--- config.mk ---
export PLATFORM = sky130hd
export DESIGN_NAME = image_sensor_readout_control
export DESIGN_NICKNAME = d
export VERILOG_FILES = /design/src/rtl/sensor_pkg.sv /design/src/rtl/image_sensor_readout_control.sv
export SDC_FILE = /design/constraint.sdc
export NUM_CORES = 1
export LEC_CHECK = 0
export BUFFER_PORTS_ARGS = -buffer_cell sky130_fd_sc_hd__buf_2
export CORE_MARGIN = 2
export CORE_UTILIZATION = 50
export DETAILED_ROUTE_END_ITERATION = 8
export PLACE_DENSITY = 0.67
export REMOVE_ABC_BUFFERS = 1
export SLEW_MARGIN = 15
export SYNTH_ARGS = -nofsm -noshare
export SYNTH_HDL_FRONTEND = slang
export SYNTH_SLANG_ARGS = --single-unit
--- constraint.sdc ---
create_clock -name core_clk -period 9.65 [get_ports core_clk]
set_clock_uncertainty 0.15 [all_clocks]
set_input_delay 0.965 -clock core_clk [delete_from_list [all_inputs] [get_ports core_clk]]
set_output_delay 0.965 -clock core_clk [all_outputs]
set_load 0.05 [all_outputs]
--- src/rtl/sensor_pkg.sv ---
package sensor_pkg;

  // register indices on the serial port
  localparam logic [7:0] IDX_MODE_A        = 8'h00;
  localparam logic [7:0] IDX_MODE_B        = 8'h01;
  localparam logic [7:0] IDX_ROW_START_HI  = 8'h02;
  localparam logic [7:0] IDX_ROW_START_LO  = 8'h03;
  localparam logic [7:0] IDX_COL_START_HI  = 8'h04;
  localparam logic [7:0] IDX_COL_START_LO  = 8'h05;
  localparam logic [7:0] IDX_ROWS_HI       = 8'h06;
  localparam logic [7:0] IDX_ROWS_LO       = 8'h07;
  localparam logic [7:0] IDX_COLS_HI       = 8'h08;
  localparam logic [7:0] IDX_COLS_LO       = 8'h09;
  localparam logic [7:0] IDX_OFFSET_REF    = 8'h0A;
  localparam logic [7:0] REG_COUNT         = 8'h0B;
  localparam int         NUM_REGS          = 11;

  // reset values and writable bits, index 0 in the low byte
  localparam logic [NUM_REGS-1:0][7:0] REG_RESET = {8'h80, 8'h80, 8'h02, 8'hE0, 8'h01, 8'h0E,
                                                    8'h00, 8'h0E, 8'h00, 8'h10, 8'h02};
  localparam logic [NUM_REGS-1:0][7:0] REG_MASK  = {8'hFF, 8'hFF, 8'h03, 8'hFF, 8'h01, 8'hFF,
                                                    8'h01, 8'hFF, 8'h01, 8'hFF, 8'h3F};

  // field positions, mode A
  localparam int BPR_BIT   = 5;
  localparam int DLC_BIT   = 4;
  localparam int CCS_BIT   = 3;
  localparam int SHUT_BIT  = 2;
  localparam int ADC_LSB   = 0;
  // field positions, mode B
  localparam int MIRV_BIT  = 7;
  localparam int MIRH_BIT  = 6;
  localparam int DIV_LSB   = 4;
  localparam int SUBR_LSB  = 2;
  localparam int SUBC_LSB  = 0;

  // conversion resolution codes
  localparam logic [1:0] ADC_8BIT  = 2'h0;
  localparam logic [1:0] ADC_9BIT  = 2'h1;
  localparam logic [1:0] ADC_10BIT = 2'h2;

  // frame timing in pixel ticks and lines
  localparam logic [7:0] HBLANK_LAST  = 8'h8B;
  localparam logic [7:0] HSYNC_TICKS  = 8'h20;
  localparam logic [5:0] VBLANK_LAST  = 6'h2C;
  localparam logic [5:0] VSYNC_LINES  = 6'h01;

  // serial slave address, value is arbitrary
  localparam logic [6:0] DEVICE_ADDR  = 7'h3C;

  typedef enum logic [4:0] {
    I2C_IDLE = 5'h01,
    I2C_RX   = 5'h02,
    I2C_ACK  = 5'h04,
    I2C_TX   = 5'h08,
    I2C_TACK = 5'h10
  } i2c_state_e;

endpackage

--- src/rtl/image_sensor_readout_control.sv ---
`timescale 1ns/1ps

// What this block does
// - chip init low returns every control register to its reset value.
// - power save input low stops the readout and enters power saving.
// - line freeze low holds the current row; high resumes row progress.
// - in single frame mode the trigger starts and stops integration.
// - ten-bit pixel bus; unused low bits zero at reduced resolution.
// - pixel clock output at divide by 2, 4 or 8 lets the host sample each pixel word.
// - horizontal output is sync pulse or pixel valid per mode.
// - vertical output is sync pulse or line valid per mode.
// - serial slave port, clock input and open-drain data line.
// - mode A bit 5 enables bad pixel replacement, off at reset.
// - mode A bit 4 selects auto dark compensation, manual at reset.
// - mode A bit 3 separates colour channel handling, shared at reset.
// - mode A bit 2 enables electronic shutter, off at reset.
// - mode A bits 1:0 select 8, 9 or 10 bit conversion.
// - mode B bits 7 and 6 mirror vertically and horizontally.
// - mode B bits 5:4 divide pixel clock by 1, 2, 4 or 8.
// - mode B row and column subsampling: off, 2, 3 or 4.
// - 9-bit window first row from two registers, resets to 14.
// - 9-bit window first column from two registers, resets to 14.
// - 9-bit window row count from two registers, resets to 480.
// - 10-bit window column count from two registers, resets to 640.
// - factory analog offset reference byte resets to 128.
module image_sensor_readout_control
  import sensor_pkg::*;
(
  input  wire logic       core_clk,
  input  wire logic       reset,
  input  wire logic       chipInitN,
  input  wire logic       powerSaveN,
  input  wire logic       lineFreezeN,
  input  wire logic       integrationTrigger,
  input  wire logic       singleFrameMode,
  input  wire logic       hDataValidMode,
  input  wire logic       vLineValidMode,
  input  wire logic [9:0] pixelIn,
  input  wire logic       sclIn,
  input  wire logic       sdaIn,
  output logic            sdaOut,
  output logic            sdaDriveN,
  output logic [9:0]      pixelBus,
  output logic            pixelClockOut,
  output logic            hSyncOut,
  output logic            vSyncOut,
  output logic [9:0]      arrayRow,
  output logic [9:0]      arrayCol,
  output logic            badPixelEn,
  output logic            darkAutoEn,
  output logic            chanSeparateEn,
  output logic            shutterEn,
  output logic [7:0]      analogOffsetRef,
  output logic            powerSaving,
  output logic            integrating
);
  import sensor_pkg::*;

  typedef struct packed {
    logic [1:0]                initSync;
    logic [1:0]                saveSync;
    logic [1:0]                freezeSync;
    logic [1:0]                trigSync;
    logic [1:0]                sclSync;
    logic [1:0]                sdaSync;
    logic                      sclPrev;
    logic                      sdaPrev;
    logic                      trigPrev;
    i2c_state_e                i2cState;
    logic [3:0]                bitCnt;
    logic [7:0]                shift;
    logic [1:0]                byteKind;
    logic                      readMode;
    logic [7:0]                regPtr;
    logic                      sdaDrive;
    logic [NUM_REGS-1:0][7:0]  regs;
    logic [2:0]                divCnt;
    logic                      pixClk;
    logic [9:0]                colOff;
    logic [7:0]                hBlankCnt;
    logic                      lineActive;
    logic [8:0]                rowOff;
    logic [5:0]                vBlankCnt;
    logic                      frameActive;
    logic [9:0]                pixelData;
    logic                      hOut;
    logic                      vOut;
    logic                      integ;
  } state_s;

  state_s st_reg;
  state_s st_next;

  // subsampling step from a two-bit code
  function automatic logic [2:0] subStep(input logic [1:0] code);
    return {1'h0, code} + 3'h1;
  endfunction

  // last divider count for a clock code
  function automatic logic [2:0] divLast(input logic [1:0] code);
    logic [2:0] last;
    last = 3'h0;
    unique case (code)
      2'h0: last = 3'h0;
      2'h1: last = 3'h1;
      2'h2: last = 3'h3;
      2'h3: last = 3'h7;
    endcase
    return last;
  endfunction

  // mask clearing unused low bits
  function automatic logic [9:0] adcMask(input logic [1:0] code);
    logic [9:0] m;
    m = 10'h3FF;
    if (code == ADC_8BIT) begin
      m = 10'h3FC;
    end else if (code == ADC_9BIT) begin
      m = 10'h3FE;
    end
    return m;
  endfunction

  logic        sclRise;
  logic        sclFall;
  logic        startCond;
  logic        stopCond;
  logic        trigRise;
  logic        trigFall;
  logic [1:0]  adcRes;
  logic [1:0]  divCode;
  logic [2:0]  lastCnt;
  logic        pixTick;
  logic        lineEndTick;
  logic [2:0]  colStep;
  logic [2:0]  rowStep;
  logic [8:0]  wrp;
  logic [8:0]  wcp;
  logic [8:0]  wrd;
  logic [9:0]  wcw;
  logic [10:0] colSum;
  logic [9:0]  rowSum;
  logic [7:0]  rdByte;
  logic [10:0] rowFwd;
  logic [10:0] rowRev;
  logic [10:0] colFwd;
  logic [10:0] colRev;
  logic        pixValid;

  // serial line and trigger events from the synchronised copies
  assign sclRise   = st_reg.sclSync[1] & ~st_reg.sclPrev;
  assign sclFall   = ~st_reg.sclSync[1] & st_reg.sclPrev;
  assign startCond = st_reg.sclSync[1] & st_reg.sclPrev & st_reg.sdaPrev & ~st_reg.sdaSync[1];
  assign stopCond  = st_reg.sclSync[1] & st_reg.sclPrev & ~st_reg.sdaPrev & st_reg.sdaSync[1];
  assign trigRise  = st_reg.trigSync[1] & ~st_reg.trigPrev;
  assign trigFall  = ~st_reg.trigSync[1] & st_reg.trigPrev;

  // field decode of the mode registers and the register pairs
  assign adcRes  = st_reg.regs[IDX_MODE_A][ADC_LSB+:2];
  assign divCode = st_reg.regs[IDX_MODE_B][DIV_LSB+:2];
  assign colStep = subStep(st_reg.regs[IDX_MODE_B][SUBC_LSB+:2]);
  assign rowStep = subStep(st_reg.regs[IDX_MODE_B][SUBR_LSB+:2]);
  assign wrp = {st_reg.regs[IDX_ROW_START_HI][0], st_reg.regs[IDX_ROW_START_LO]};
  assign wcp = {st_reg.regs[IDX_COL_START_HI][0], st_reg.regs[IDX_COL_START_LO]};
  assign wrd = {st_reg.regs[IDX_ROWS_HI][0], st_reg.regs[IDX_ROWS_LO]};
  assign wcw = {st_reg.regs[IDX_COLS_HI][1:0], st_reg.regs[IDX_COLS_LO]};

  // pixel tick and line bookkeeping
  assign lastCnt     = divLast(divCode);
  assign pixTick     = st_reg.divCnt >= lastCnt;
  assign pixValid    = st_reg.lineActive & st_reg.frameActive;
  assign lineEndTick = pixTick & ~st_reg.lineActive & (st_reg.hBlankCnt == HBLANK_LAST);
  assign colSum      = {1'h0, st_reg.colOff} + {8'h00, colStep};
  assign rowSum      = {1'h0, st_reg.rowOff} + {7'h00, rowStep};
  assign rdByte      = (st_reg.regPtr < REG_COUNT) ? st_reg.regs[st_reg.regPtr[3:0]] : 8'h00;

  // array addresses with mirroring
  assign rowFwd = {2'h0, wrp} + {2'h0, st_reg.rowOff};
  assign rowRev = {2'h0, wrp} + {2'h0, wrd} - 11'h001 - {2'h0, st_reg.rowOff};
  assign colFwd = {2'h0, wcp} + {1'h0, st_reg.colOff};
  assign colRev = {2'h0, wcp} + {1'h0, wcw} - 11'h001 - {1'h0, st_reg.colOff};
  assign arrayRow = st_reg.regs[IDX_MODE_B][MIRV_BIT] ? rowRev[9:0] : rowFwd[9:0];
  assign arrayCol = st_reg.regs[IDX_MODE_B][MIRH_BIT] ? colRev[9:0] : colFwd[9:0];

  // next state of the whole block
  always_comb begin
    st_next = st_reg;
    st_next.initSync   = {st_reg.initSync[0], chipInitN};
    st_next.saveSync   = {st_reg.saveSync[0], powerSaveN};
    st_next.freezeSync = {st_reg.freezeSync[0], lineFreezeN};
    st_next.trigSync   = {st_reg.trigSync[0], integrationTrigger};
    st_next.sclSync    = {st_reg.sclSync[0], sclIn};
    st_next.sdaSync    = {st_reg.sdaSync[0], sdaIn};
    st_next.sclPrev    = st_reg.sclSync[1];
    st_next.sdaPrev    = st_reg.sdaSync[1];
    st_next.trigPrev   = st_reg.trigSync[1];

    // serial slave: address, pointer, data with auto increment
    if (startCond) begin
      st_next.i2cState = I2C_RX;
      st_next.bitCnt   = 4'h0;
      st_next.byteKind = 2'h0;
      st_next.sdaDrive = 1'b0;
    end else if (stopCond) begin
      st_next.i2cState = I2C_IDLE;
      st_next.sdaDrive = 1'b0;
    end else begin
      unique case (st_reg.i2cState)
        I2C_IDLE: begin
          st_next.sdaDrive = 1'b0;
        end
        I2C_RX: begin
          if (sclRise) begin
            st_next.shift  = {st_reg.shift[6:0], st_reg.sdaSync[1]};
            st_next.bitCnt = st_reg.bitCnt + 4'h1;
          end else if (sclFall && st_reg.bitCnt == 4'h8) begin
            st_next.i2cState = I2C_ACK;
            st_next.sdaDrive = 1'b1;
            if (st_reg.byteKind == 2'h0) begin
              st_next.readMode = st_reg.shift[0];
              if (st_reg.shift[7:1] != DEVICE_ADDR) begin
                st_next.i2cState = I2C_IDLE;
                st_next.sdaDrive = 1'b0;
              end
            end else if (st_reg.byteKind == 2'h1) begin
              st_next.regPtr = st_reg.shift;
            end else begin
              if (st_reg.regPtr < REG_COUNT) begin
                st_next.regs[st_reg.regPtr[3:0]] = st_reg.shift & REG_MASK[st_reg.regPtr[3:0]];
              end
              st_next.regPtr = st_reg.regPtr + 8'h01;
            end
          end
        end
        I2C_ACK: begin
          if (sclFall) begin
            st_next.bitCnt = 4'h0;
            if (st_reg.byteKind == 2'h0 && st_reg.readMode) begin
              st_next.i2cState = I2C_TX;
              st_next.shift    = rdByte;
              st_next.regPtr   = st_reg.regPtr + 8'h01;
              st_next.sdaDrive = ~rdByte[7];
            end else begin
              st_next.i2cState = I2C_RX;
              st_next.sdaDrive = 1'b0;
              st_next.byteKind = (st_reg.byteKind == 2'h0) ? 2'h1 : 2'h2;
            end
          end
        end
        I2C_TX: begin
          if (sclFall) begin
            if (st_reg.bitCnt == 4'h7) begin
              st_next.i2cState = I2C_TACK;
              st_next.sdaDrive = 1'b0;
            end else begin
              st_next.bitCnt   = st_reg.bitCnt + 4'h1;
              st_next.shift    = {st_reg.shift[6:0], 1'b0};
              st_next.sdaDrive = ~st_reg.shift[6];
            end
          end
        end
        I2C_TACK: begin
          if (sclRise) begin
            if (st_reg.sdaSync[1]) begin
              st_next.i2cState = I2C_IDLE;
            end else begin
              st_next.bitCnt = 4'h8;
            end
          end else if (sclFall && st_reg.bitCnt == 4'h8) begin
            st_next.i2cState = I2C_TX;
            st_next.bitCnt   = 4'h0;
            st_next.shift    = rdByte;
            st_next.regPtr   = st_reg.regPtr + 8'h01;
            st_next.sdaDrive = ~rdByte[7];
          end
        end
      endcase
    end

    // chip init pin restores all registers
    if (!st_reg.initSync[1]) begin
      st_next.regs     = REG_RESET;
      st_next.i2cState = I2C_IDLE;
      st_next.sdaDrive = 1'b0;
      st_next.regPtr   = 8'h00;
    end

    // pixel clock divider
    st_next.divCnt = pixTick ? 3'h0 : st_reg.divCnt + 3'h1;
    st_next.pixClk = (lastCnt == 3'h0) ? 1'b1 : (st_next.divCnt > (lastCnt >> 1));

    // timing generator, one step per pixel tick
    if (pixTick) begin
      st_next.pixelData = pixValid ? (pixelIn & adcMask(adcRes)) : 10'h000;
      st_next.hOut = hDataValidMode ? pixValid
                   : (~st_reg.lineActive & (st_reg.hBlankCnt < HSYNC_TICKS));
      st_next.vOut = vLineValidMode ? st_reg.frameActive
                   : (~st_reg.frameActive & (st_reg.vBlankCnt < VSYNC_LINES));
      if (st_reg.lineActive) begin
        st_next.colOff = colSum[9:0];
        if (colSum >= {1'h0, wcw}) begin
          st_next.lineActive = 1'b0;
          st_next.hBlankCnt  = 8'h00;
        end
      end else if (lineEndTick) begin
        st_next.lineActive = 1'b1;
        st_next.colOff     = 10'h000;
        if (st_reg.frameActive) begin
          if (st_reg.freezeSync[1]) begin
            st_next.rowOff = rowSum[8:0];
            if (rowSum >= {1'h0, wrd}) begin
              st_next.frameActive = 1'b0;
              st_next.vBlankCnt   = 6'h00;
            end
          end
        end else if (st_reg.vBlankCnt == VBLANK_LAST) begin
          st_next.frameActive = 1'b1;
          st_next.rowOff      = 9'h000;
        end else begin
          st_next.vBlankCnt = st_reg.vBlankCnt + 6'h01;
        end
      end else begin
        st_next.hBlankCnt = st_reg.hBlankCnt + 8'h01;
      end
    end

    // power saving halts readout and clears outputs
    if (!st_reg.saveSync[1]) begin
      st_next.divCnt      = 3'h0;
      st_next.pixClk      = 1'b0;
      st_next.lineActive  = 1'b0;
      st_next.frameActive = 1'b0;
      st_next.colOff      = 10'h000;
      st_next.rowOff      = 9'h000;
      st_next.hBlankCnt   = 8'h00;
      st_next.vBlankCnt   = 6'h00;
      st_next.pixelData   = 10'h000;
      st_next.hOut        = 1'b0;
      st_next.vOut        = 1'b0;
    end

    // integration window marked by the trigger
    if (!singleFrameMode) begin
      st_next.integ = 1'b0;
    end else if (trigRise) begin
      st_next.integ = 1'b1;
    end else if (trigFall) begin
      st_next.integ = 1'b0;
    end
  end

  // state register
  always_ff @(posedge core_clk or posedge reset) begin
    if (reset) begin
      st_reg            <= '0;
      st_reg.initSync   <= 2'h3;
      st_reg.saveSync   <= 2'h3;
      st_reg.freezeSync <= 2'h3;
      st_reg.sclSync    <= 2'h3;
      st_reg.sdaSync    <= 2'h3;
      st_reg.sclPrev    <= 1'b1;
      st_reg.sdaPrev    <= 1'b1;
      st_reg.i2cState   <= I2C_IDLE;
      st_reg.regs       <= REG_RESET;
    end else begin
      st_reg <= st_next;
    end
  end

  // output drive
  assign sdaOut          = 1'b0;
  assign sdaDriveN       = ~st_reg.sdaDrive;
  assign pixelBus        = st_reg.pixelData;
  assign pixelClockOut   = st_reg.pixClk;
  assign hSyncOut        = st_reg.hOut;
  assign vSyncOut        = st_reg.vOut;
  assign badPixelEn      = st_reg.regs[IDX_MODE_A][BPR_BIT];
  assign darkAutoEn      = st_reg.regs[IDX_MODE_A][DLC_BIT];
  assign chanSeparateEn  = st_reg.regs[IDX_MODE_A][CCS_BIT];
  assign shutterEn       = st_reg.regs[IDX_MODE_A][SHUT_BIT];
  assign analogOffsetRef = st_reg.regs[IDX_OFFSET_REF];
  assign powerSaving     = ~st_reg.saveSync[1];
  assign integrating     = st_reg.integ;
endmodule  // image_sensor_readout_control

==> metrics.txt, run 1 <==
worst-skew pair later-pin latency 0.45 ns; synthesized cell area 0.0130 mm2; routability cong. 0.905; max-capacitance violation count 0; Place WS 5.26 ns; most frequent cells in the layout dfrtp_1 (156), inv_1 (143), nand2_1 (116); Seq pwr share 41.9%; Power Internal 1.33 mW; Core Area 0.0258 mm2; multiplexer share of the synthesized area 8.12%; Crit Path Category reg -> out; Layout area overhead 8.13%; fraction of registers with async set/reset 100%; Synth warnings 0; Slew HR 26.1%; drt wl/cell 19.0 um; period utilisation layout 50.4%; first-pass GRT wire length 54100 um; Sw Pwr 766 uW; Die H 165 um; Initial Util 50.5%; leading cell type in the layout, fill and taps excluded dfrtp_1; vias in the first global route 10000; crit start category register; # IOs 70; CP most frequent cell inv_1; GR Overflow Total 0; CTS Buffer Depth 2; max reg flops 145; total negative setup slack 0 ns; worst path required time 8.54 ns; final number of setup-violating endpoints 0; CTS root buf clkbuf_16; Final ANT Viol Nets 0; Die W 165 um; row count 59; adder-cell share of the synthesized area 12.7%; Post-CTS Setup Bufs 0; Max stage delay on crit path 0.59 ns; Die ar. 0.0273 mm2; CP max-delay cell dfstp_2; final worst-path setup slack 4.79 ns; #FFs+latches synth 184; drt total wl 33700 um; Total Routing Usage GR 25.6%; Post-synth EDFFs 0; leak pwr 6.38 nW; hold path depth 0; Vias/cell 5.91; clk slew on worst S/H paths 0.08 ns; fin crit period 4.86 ns; Post-CTS Hold Buffers 0; Sw Ratio 36.5%; min-delay worst type reg -> reg; worst-path fanout max 5; CTS resizes 0; largest net degree at the start of global routing 117; outcome finished clean; RSZ-0062 raised after global routing no; cells on worst reg2reg path 12; maximum VDD drop 0.000101 V; ys flop type dfrtp_1; CTS tree done; Hold Fails Final Rpt 0; post-synthesis xor/xnor area fraction 3.10%; max frequency 206 MHz; # DRC 0; # diodes 0; routed vias 10500; register area share after synthesis 35.7%; layout cells sized above 1 15.7%; PD cells 149 mW/mm2; Cells after Synth 1400; DRT Pass-1 Iters 5; clk sink count 184; NumNets Final 1562; Crit. Startpoint st_reg[93]; dpl hpwl 24700 um; Final Max Slew Viols 0; crit path DAT 3.75 ns; PortBufs 68; Comb pwr share 23.6%; Synth Area in Simple Gates 16.9%; reg-to-reg startpoint st_reg[38]; worst path cell trace inv_1 > fa_1 > inv_1 > ha_1 > inv_1 > fa_1 > nor2b_1 > o2111ai_1 > and3_1 > o31a_1 > o31ai_1 > xnor2_1 > buf_2; Worst setup EP type output pin; worst hold start st_next[177]; initial antenna violation count 0; H-tree levels 4; clock share of power 34.5%; Syn Area/Cell 9.29 um2; Compound-Gate Fraction of Synth Area 16.5%; main combinational cell family by area after synthesis simple AND/OR/NAND/NOR gates; Synth cell types 91; total CTS buffers 17; Worst-Margin Slew 1.10 ns; initial drt markers 825
-- cell type report --
cell class / instances / area (um2)
clock buffer: 17 / 425
tap: 335 / 419
fill: 2311 / 11700
inverter: 144 / 548
clock inverter: 15 / 194
timing repair buffer: 73 / 378
sequential: 184 / 4640
multi-input combinational: 1004 / 7450
-- critical path: cells and delay by family (launching register included) --
family	cells	cell delay [ns]
buffers and inverters	4	0.49
adders and majority gates	3	1.01
and+or+nand+nor	2	0.39
xor gates and xnor gates	1	0.15
DFF	1	0.59
AOI/OAI and AO/OA	3	0.68
-- cell usage after synthesis (all sizes together), types with 5 or more instances --
master / count / share of area (%)
inv: 144 / 4.2
a221oi: 5 / 0.38
o21a: 11 / 0.64
o31ai: 7 / 0.44
a21oi: 70 / 2.7
a22o: 11 / 0.74
mux2i: 20 / 1.5
nand3: 45 / 1.7
clkbuf: 27 / 0.79
dfstp: 28 / 5.7
nand2b: 12 / 0.58
a222oi: 7 / 0.54
a31oi: 10 / 0.60
xor2: 13 / 0.88
nand4: 7 / 0.34
nor4: 9 / 0.64
mux2: 44 / 3.8
or2: 6 / 0.29
ha: 93 / 9.0
nor2: 111 / 3.3
a32oi: 18 / 1.2
o22ai: 6 / 0.39
a21o: 14 / 0.81
and3: 15 / 0.72
or3: 12 / 0.58
a21boi: 5 / 0.29
nor2b: 32 / 1.5
o211ai: 9 / 0.52
o21ai: 94 / 3.8
mux4: 16 / 2.8
a22oi: 6 / 0.35
fa: 24 / 3.7
xnor2: 33 / 2.2
and2: 27 / 1.3
buf: 41 / 2.0
dfrtp: 156 / 30
a211oi: 6 / 0.35
nor3: 31 / 1.2
nand2: 117 / 3.4
-- worst paths after layout --
path,slack [ns],end
max,4.79,arrayCol[9]
min,0.21,st_next[169]
max reg2reg,5.91,st_reg[35]
min reg2reg,0.21,st_next[169]
max in group asynchronous,7.39,analogOffsetRef[2]
min in group asynchronous,0.54,st_reg[19]
-- kinds of logic after synthesis --
family,count (synthesis)
simple gates,442
compound gates,317
buf+inv,212
flops,184
fa+ha+maj,118
mux,80
xor+xnor,46
other cells,1
-- per-layer routing --
metal / part of all wire [%] / vias to the layer above / routed length [um] / track usage, %
met5: 0 / - / 0 / 0
met3: 6.8 / 72 / 2300 / 5.00
met4: 2.8 / 0 / 933 / 9.29
met2: 46 / 381 / 15300 / 39.4
li1: - / 4939 / - / -
met1: 45 / 5088 / 15100 / 35.9
-- power groups by stage --
stage	clock network, mW	registers (mW)	logic (mW)
4_1_cts	0.735	0.875	0.492
3_3_place_gp	0	0.888	0.481
5_1_grt	0.771	0.885	0.549
2_1_floorplan	0	0.893	0.334
6_report	0.723	0.877	0.495
3_5_place_dp	0	0.890	0.487
-- per-stage QoR --
| step | cell area [um2] | util [%] | instances | hold slack, ns | power, mW |
|---|---|---|---|---|---|
| after detailed placement | 13400 | 52.2 | 1740 | 0.196 | 1.38 |
| after CTS | 14100 | 54.6 | 1772 | 0.208 | 2.10 |
| final | 14100 | 54.6 | 1772 | 0.208 | 2.10 |
| after floorplan | 12600 | - | 1332 | 0.181 | 1.23 |
| after global placement | 13400 | 52.2 | 1740 | 0.185 | 1.37 |
| after global routing | 14100 | 54.6 | 1772 | 0.210 | 2.21 |
No activity file was read; power rests on OpenSTA's default activity.
==> inputs of run 2 (changes only) <==
- ABC_AREA: default -> 1
- PLACE_DENSITY: 0.67 -> 0.7
- clock period: 9.65 -> 4.41 ns (I/O delays scaled with it)
==> run 2 against run 1 <==
Net effect:
- the flow now finishes with violations (hold timing)
- cell count increased by 22%
- register-to-register slack got worse by 5.0 ns
- total power increased by 120%
- utilization increased by 0.31 points
- flip-flop and latch count unchanged
- setup slack got worse by 4.2 ns
- critical path type unchanged
==> metrics.txt, run 2 <==
outcome finished, violations left; failing checks hold timing; vias in the first global route 11500; NumNets Final 1954; Crit Path Category reg -> out; dpl hpwl 26800 um; Layout area overhead 8.05%; Die ar. 0.0278 mm2; ys flop type dfrtp_1; final worst-path setup slack 0.542 ns; initial drt markers 1252; leading cell type in the layout, fill and taps excluded nand2_1; worst path cell trace inv_1 > fa_1 > inv_1 > ha_1 > inv_1 > fa_1 > inv_1 > nand3_1 > nand2_1 > nand2_1 > nand2_1 > a21oi_1 > xor2_1 > nand2_1 > o21ai_0 > buf_2; Initial Util 50.8%; Synth top cells by count nand2_1 (436), inv_1 (244), o21ai_0 (175); design area 0.0143 mm2; DRT Pass-1 Iters 6; PD cells 319 mW/mm2; Post-synth EDFFs 0; Synth cell types 49; Reg2Reg Setup Slack 0.90 ns; worst hold slack -0.0193 ns; # DRC 0; leak pwr 7.11 nW; Core Area 0.0261 mm2; Max stage delay on crit path 0.55 ns; Die W 167 um; Synth warnings 0; Post-CTS Hold Buffers 6; drt wl/cell 16.8 um; most frequent cells in the layout nand2_1 (436), inv_1 (243), o21ai_0 (175); Cells after Synth 1790; H-tree levels 4; Hold Fails Final Rpt 12; register area 0.00464 mm2; clk slew on worst S/H paths 0.08 ns; max-capacitance violation count 0; max frequency 259 MHz; maximum VDD drop 0.000301 V; fin crit period 3.87 ns; Worst-Margin Slew 0.963 ns; Worst setup EP type output pin; routed vias 12000; crit path DAT 3.28 ns; synthesized cell area 0.0132 mm2; worst-path fanout max 4; period utilisation layout 87.7%; Die H 167 um; total CTS buffers 17; Syn Area/Cell 7.39 um2; #FFs+latches synth 184; Total Routing Usage GR 26.4%; worst path required time 3.82 ns; cell with the most instances after synthesis nand2_1; Vias/cell 5.55; # IOs 70; synth top area cells dfrtp_1 (29%), nand2_1 (12%), ha_1 (8.8%); drt total wl 36200 um; register area share after synthesis 35.1%; Post-CTS Setup Bufs 0; CTS tree done; Final ANT Viol Nets 0; min-delay worst type in -> async; max reg flops 145; Place WS 0.952 ns; share of the synthesized area in the top cell type 29.5%; footprint of the multi-input gates 0.00725 mm2; CTS Buffer Depth 2; CTS resizes 0; routability cong. 0.922; largest net degree at the start of global routing 133; fraction of registers with async set/reset 100%; Final Max Slew Viols 0; worst-skew pair later-pin latency 0.45 ns; final number of setup-violating endpoints 0; clk sink count 184; crit start category register; CP max-delay cell dfstp_2; area leader, netlist dfrtp_1; CTS root buf clkbuf_16; first-pass GRT wire length 59600 um; dpl cell area 0.0137 mm2; Slew HR 35.8%; Layout fillers 2473; row count 59; initial antenna violation count 0; layout cells sized above 1 9.84%; GR Overflow Total 0; # diodes 0; RSZ-0062 raised after global routing no; PortBufs 68
-- run 2: final timing paths --
| check | startpoint | endpoint | cells past startpoint |
|---|---|---|---|
| setup / recovery | st_reg[93] | arrayCol[7] | 16 |
| hold / removal | reset | st_reg[122] | 2 |
| setup reg to reg | st_reg[38] | st_reg[30] | 16 |
| hold reg to reg | st_next[177] | st_next[169] | 0 |
| max in group asynchronous | reset | st_reg[114] | 3 |
| min in group core_clk | singleFrameMode | integrating | 3 |
-- run 2: logic make-up (layout without fill, tap and decap cells) --
group | count (synthesis) | count (layout) | share of synthesized area, %
buf+inv | 326 | 365 | 10.2
xor+xnor | 33 | 33 | 2.18
simple gates | 791 | 791 | 25.8
flops | 184 | 184 | 35.1
other cells | 1 | 1 | 0.0283
compound gates | 338 | 338 | 14.4
fa+ha+maj | 117 | 117 | 12.4
-- run 2: area by class of cell --
cell class	count	share of cell area [%]
multi-input cells	1280	50.7
flip-flops and latches	184	32.4
inverters	248	6.56
repair buffers	85	3.46
clock buffers	20	3.12
well taps	335	2.93
clock inverters	12	0.752
-- run 2: report_power, final --
group | switching, mW | internal [mW] | leakage (nW) | total [mW]
Combinational | 0.757 | 0.304 | 4.40 | 1.06
Sequential | 0.212 | 1.80 | 2.45 | 2.02
Clock | 0.731 | 0.756 | 0.260 | 1.49
-- run 2: stage by stage --
step	TNS (ns)	instances	power, mW	hold slack [ns]	utilization, %
detailed placement	0	2126	3.07	0.189	52.5
CTS	0	2164	4.56	0.0769	54.9
finish	0	2164	4.56	-0.0193	54.9
global route	0	2164	4.80	0.0792	54.9
global placement	0	2126	3.06	0.186	52.5
floorplan	-177.07	1712	2.69	0.181	-
-- run 2: critical path, delay by kind of cell, from the launching register on --
kind | cells | cell delay [ns]
simple gates | 5 | 0.41
flops | 1 | 0.55
compound gates | 2 | 0.15
fa+ha+maj | 3 | 0.99
xor+xnor | 1 | 0.14
buf+inv | 5 | 0.61
-- run 2: metal layers --
layer	track usage (%)	up-vias	routed length [um]	share of wire, %
met5	0	-	0	0
met4	7.38	0	862	2.4
met3	3.97	75	2460	6.8
met2	43.0	441	16600	46
met1	36.8	5611	16300	45
li1	-	5888	-	-
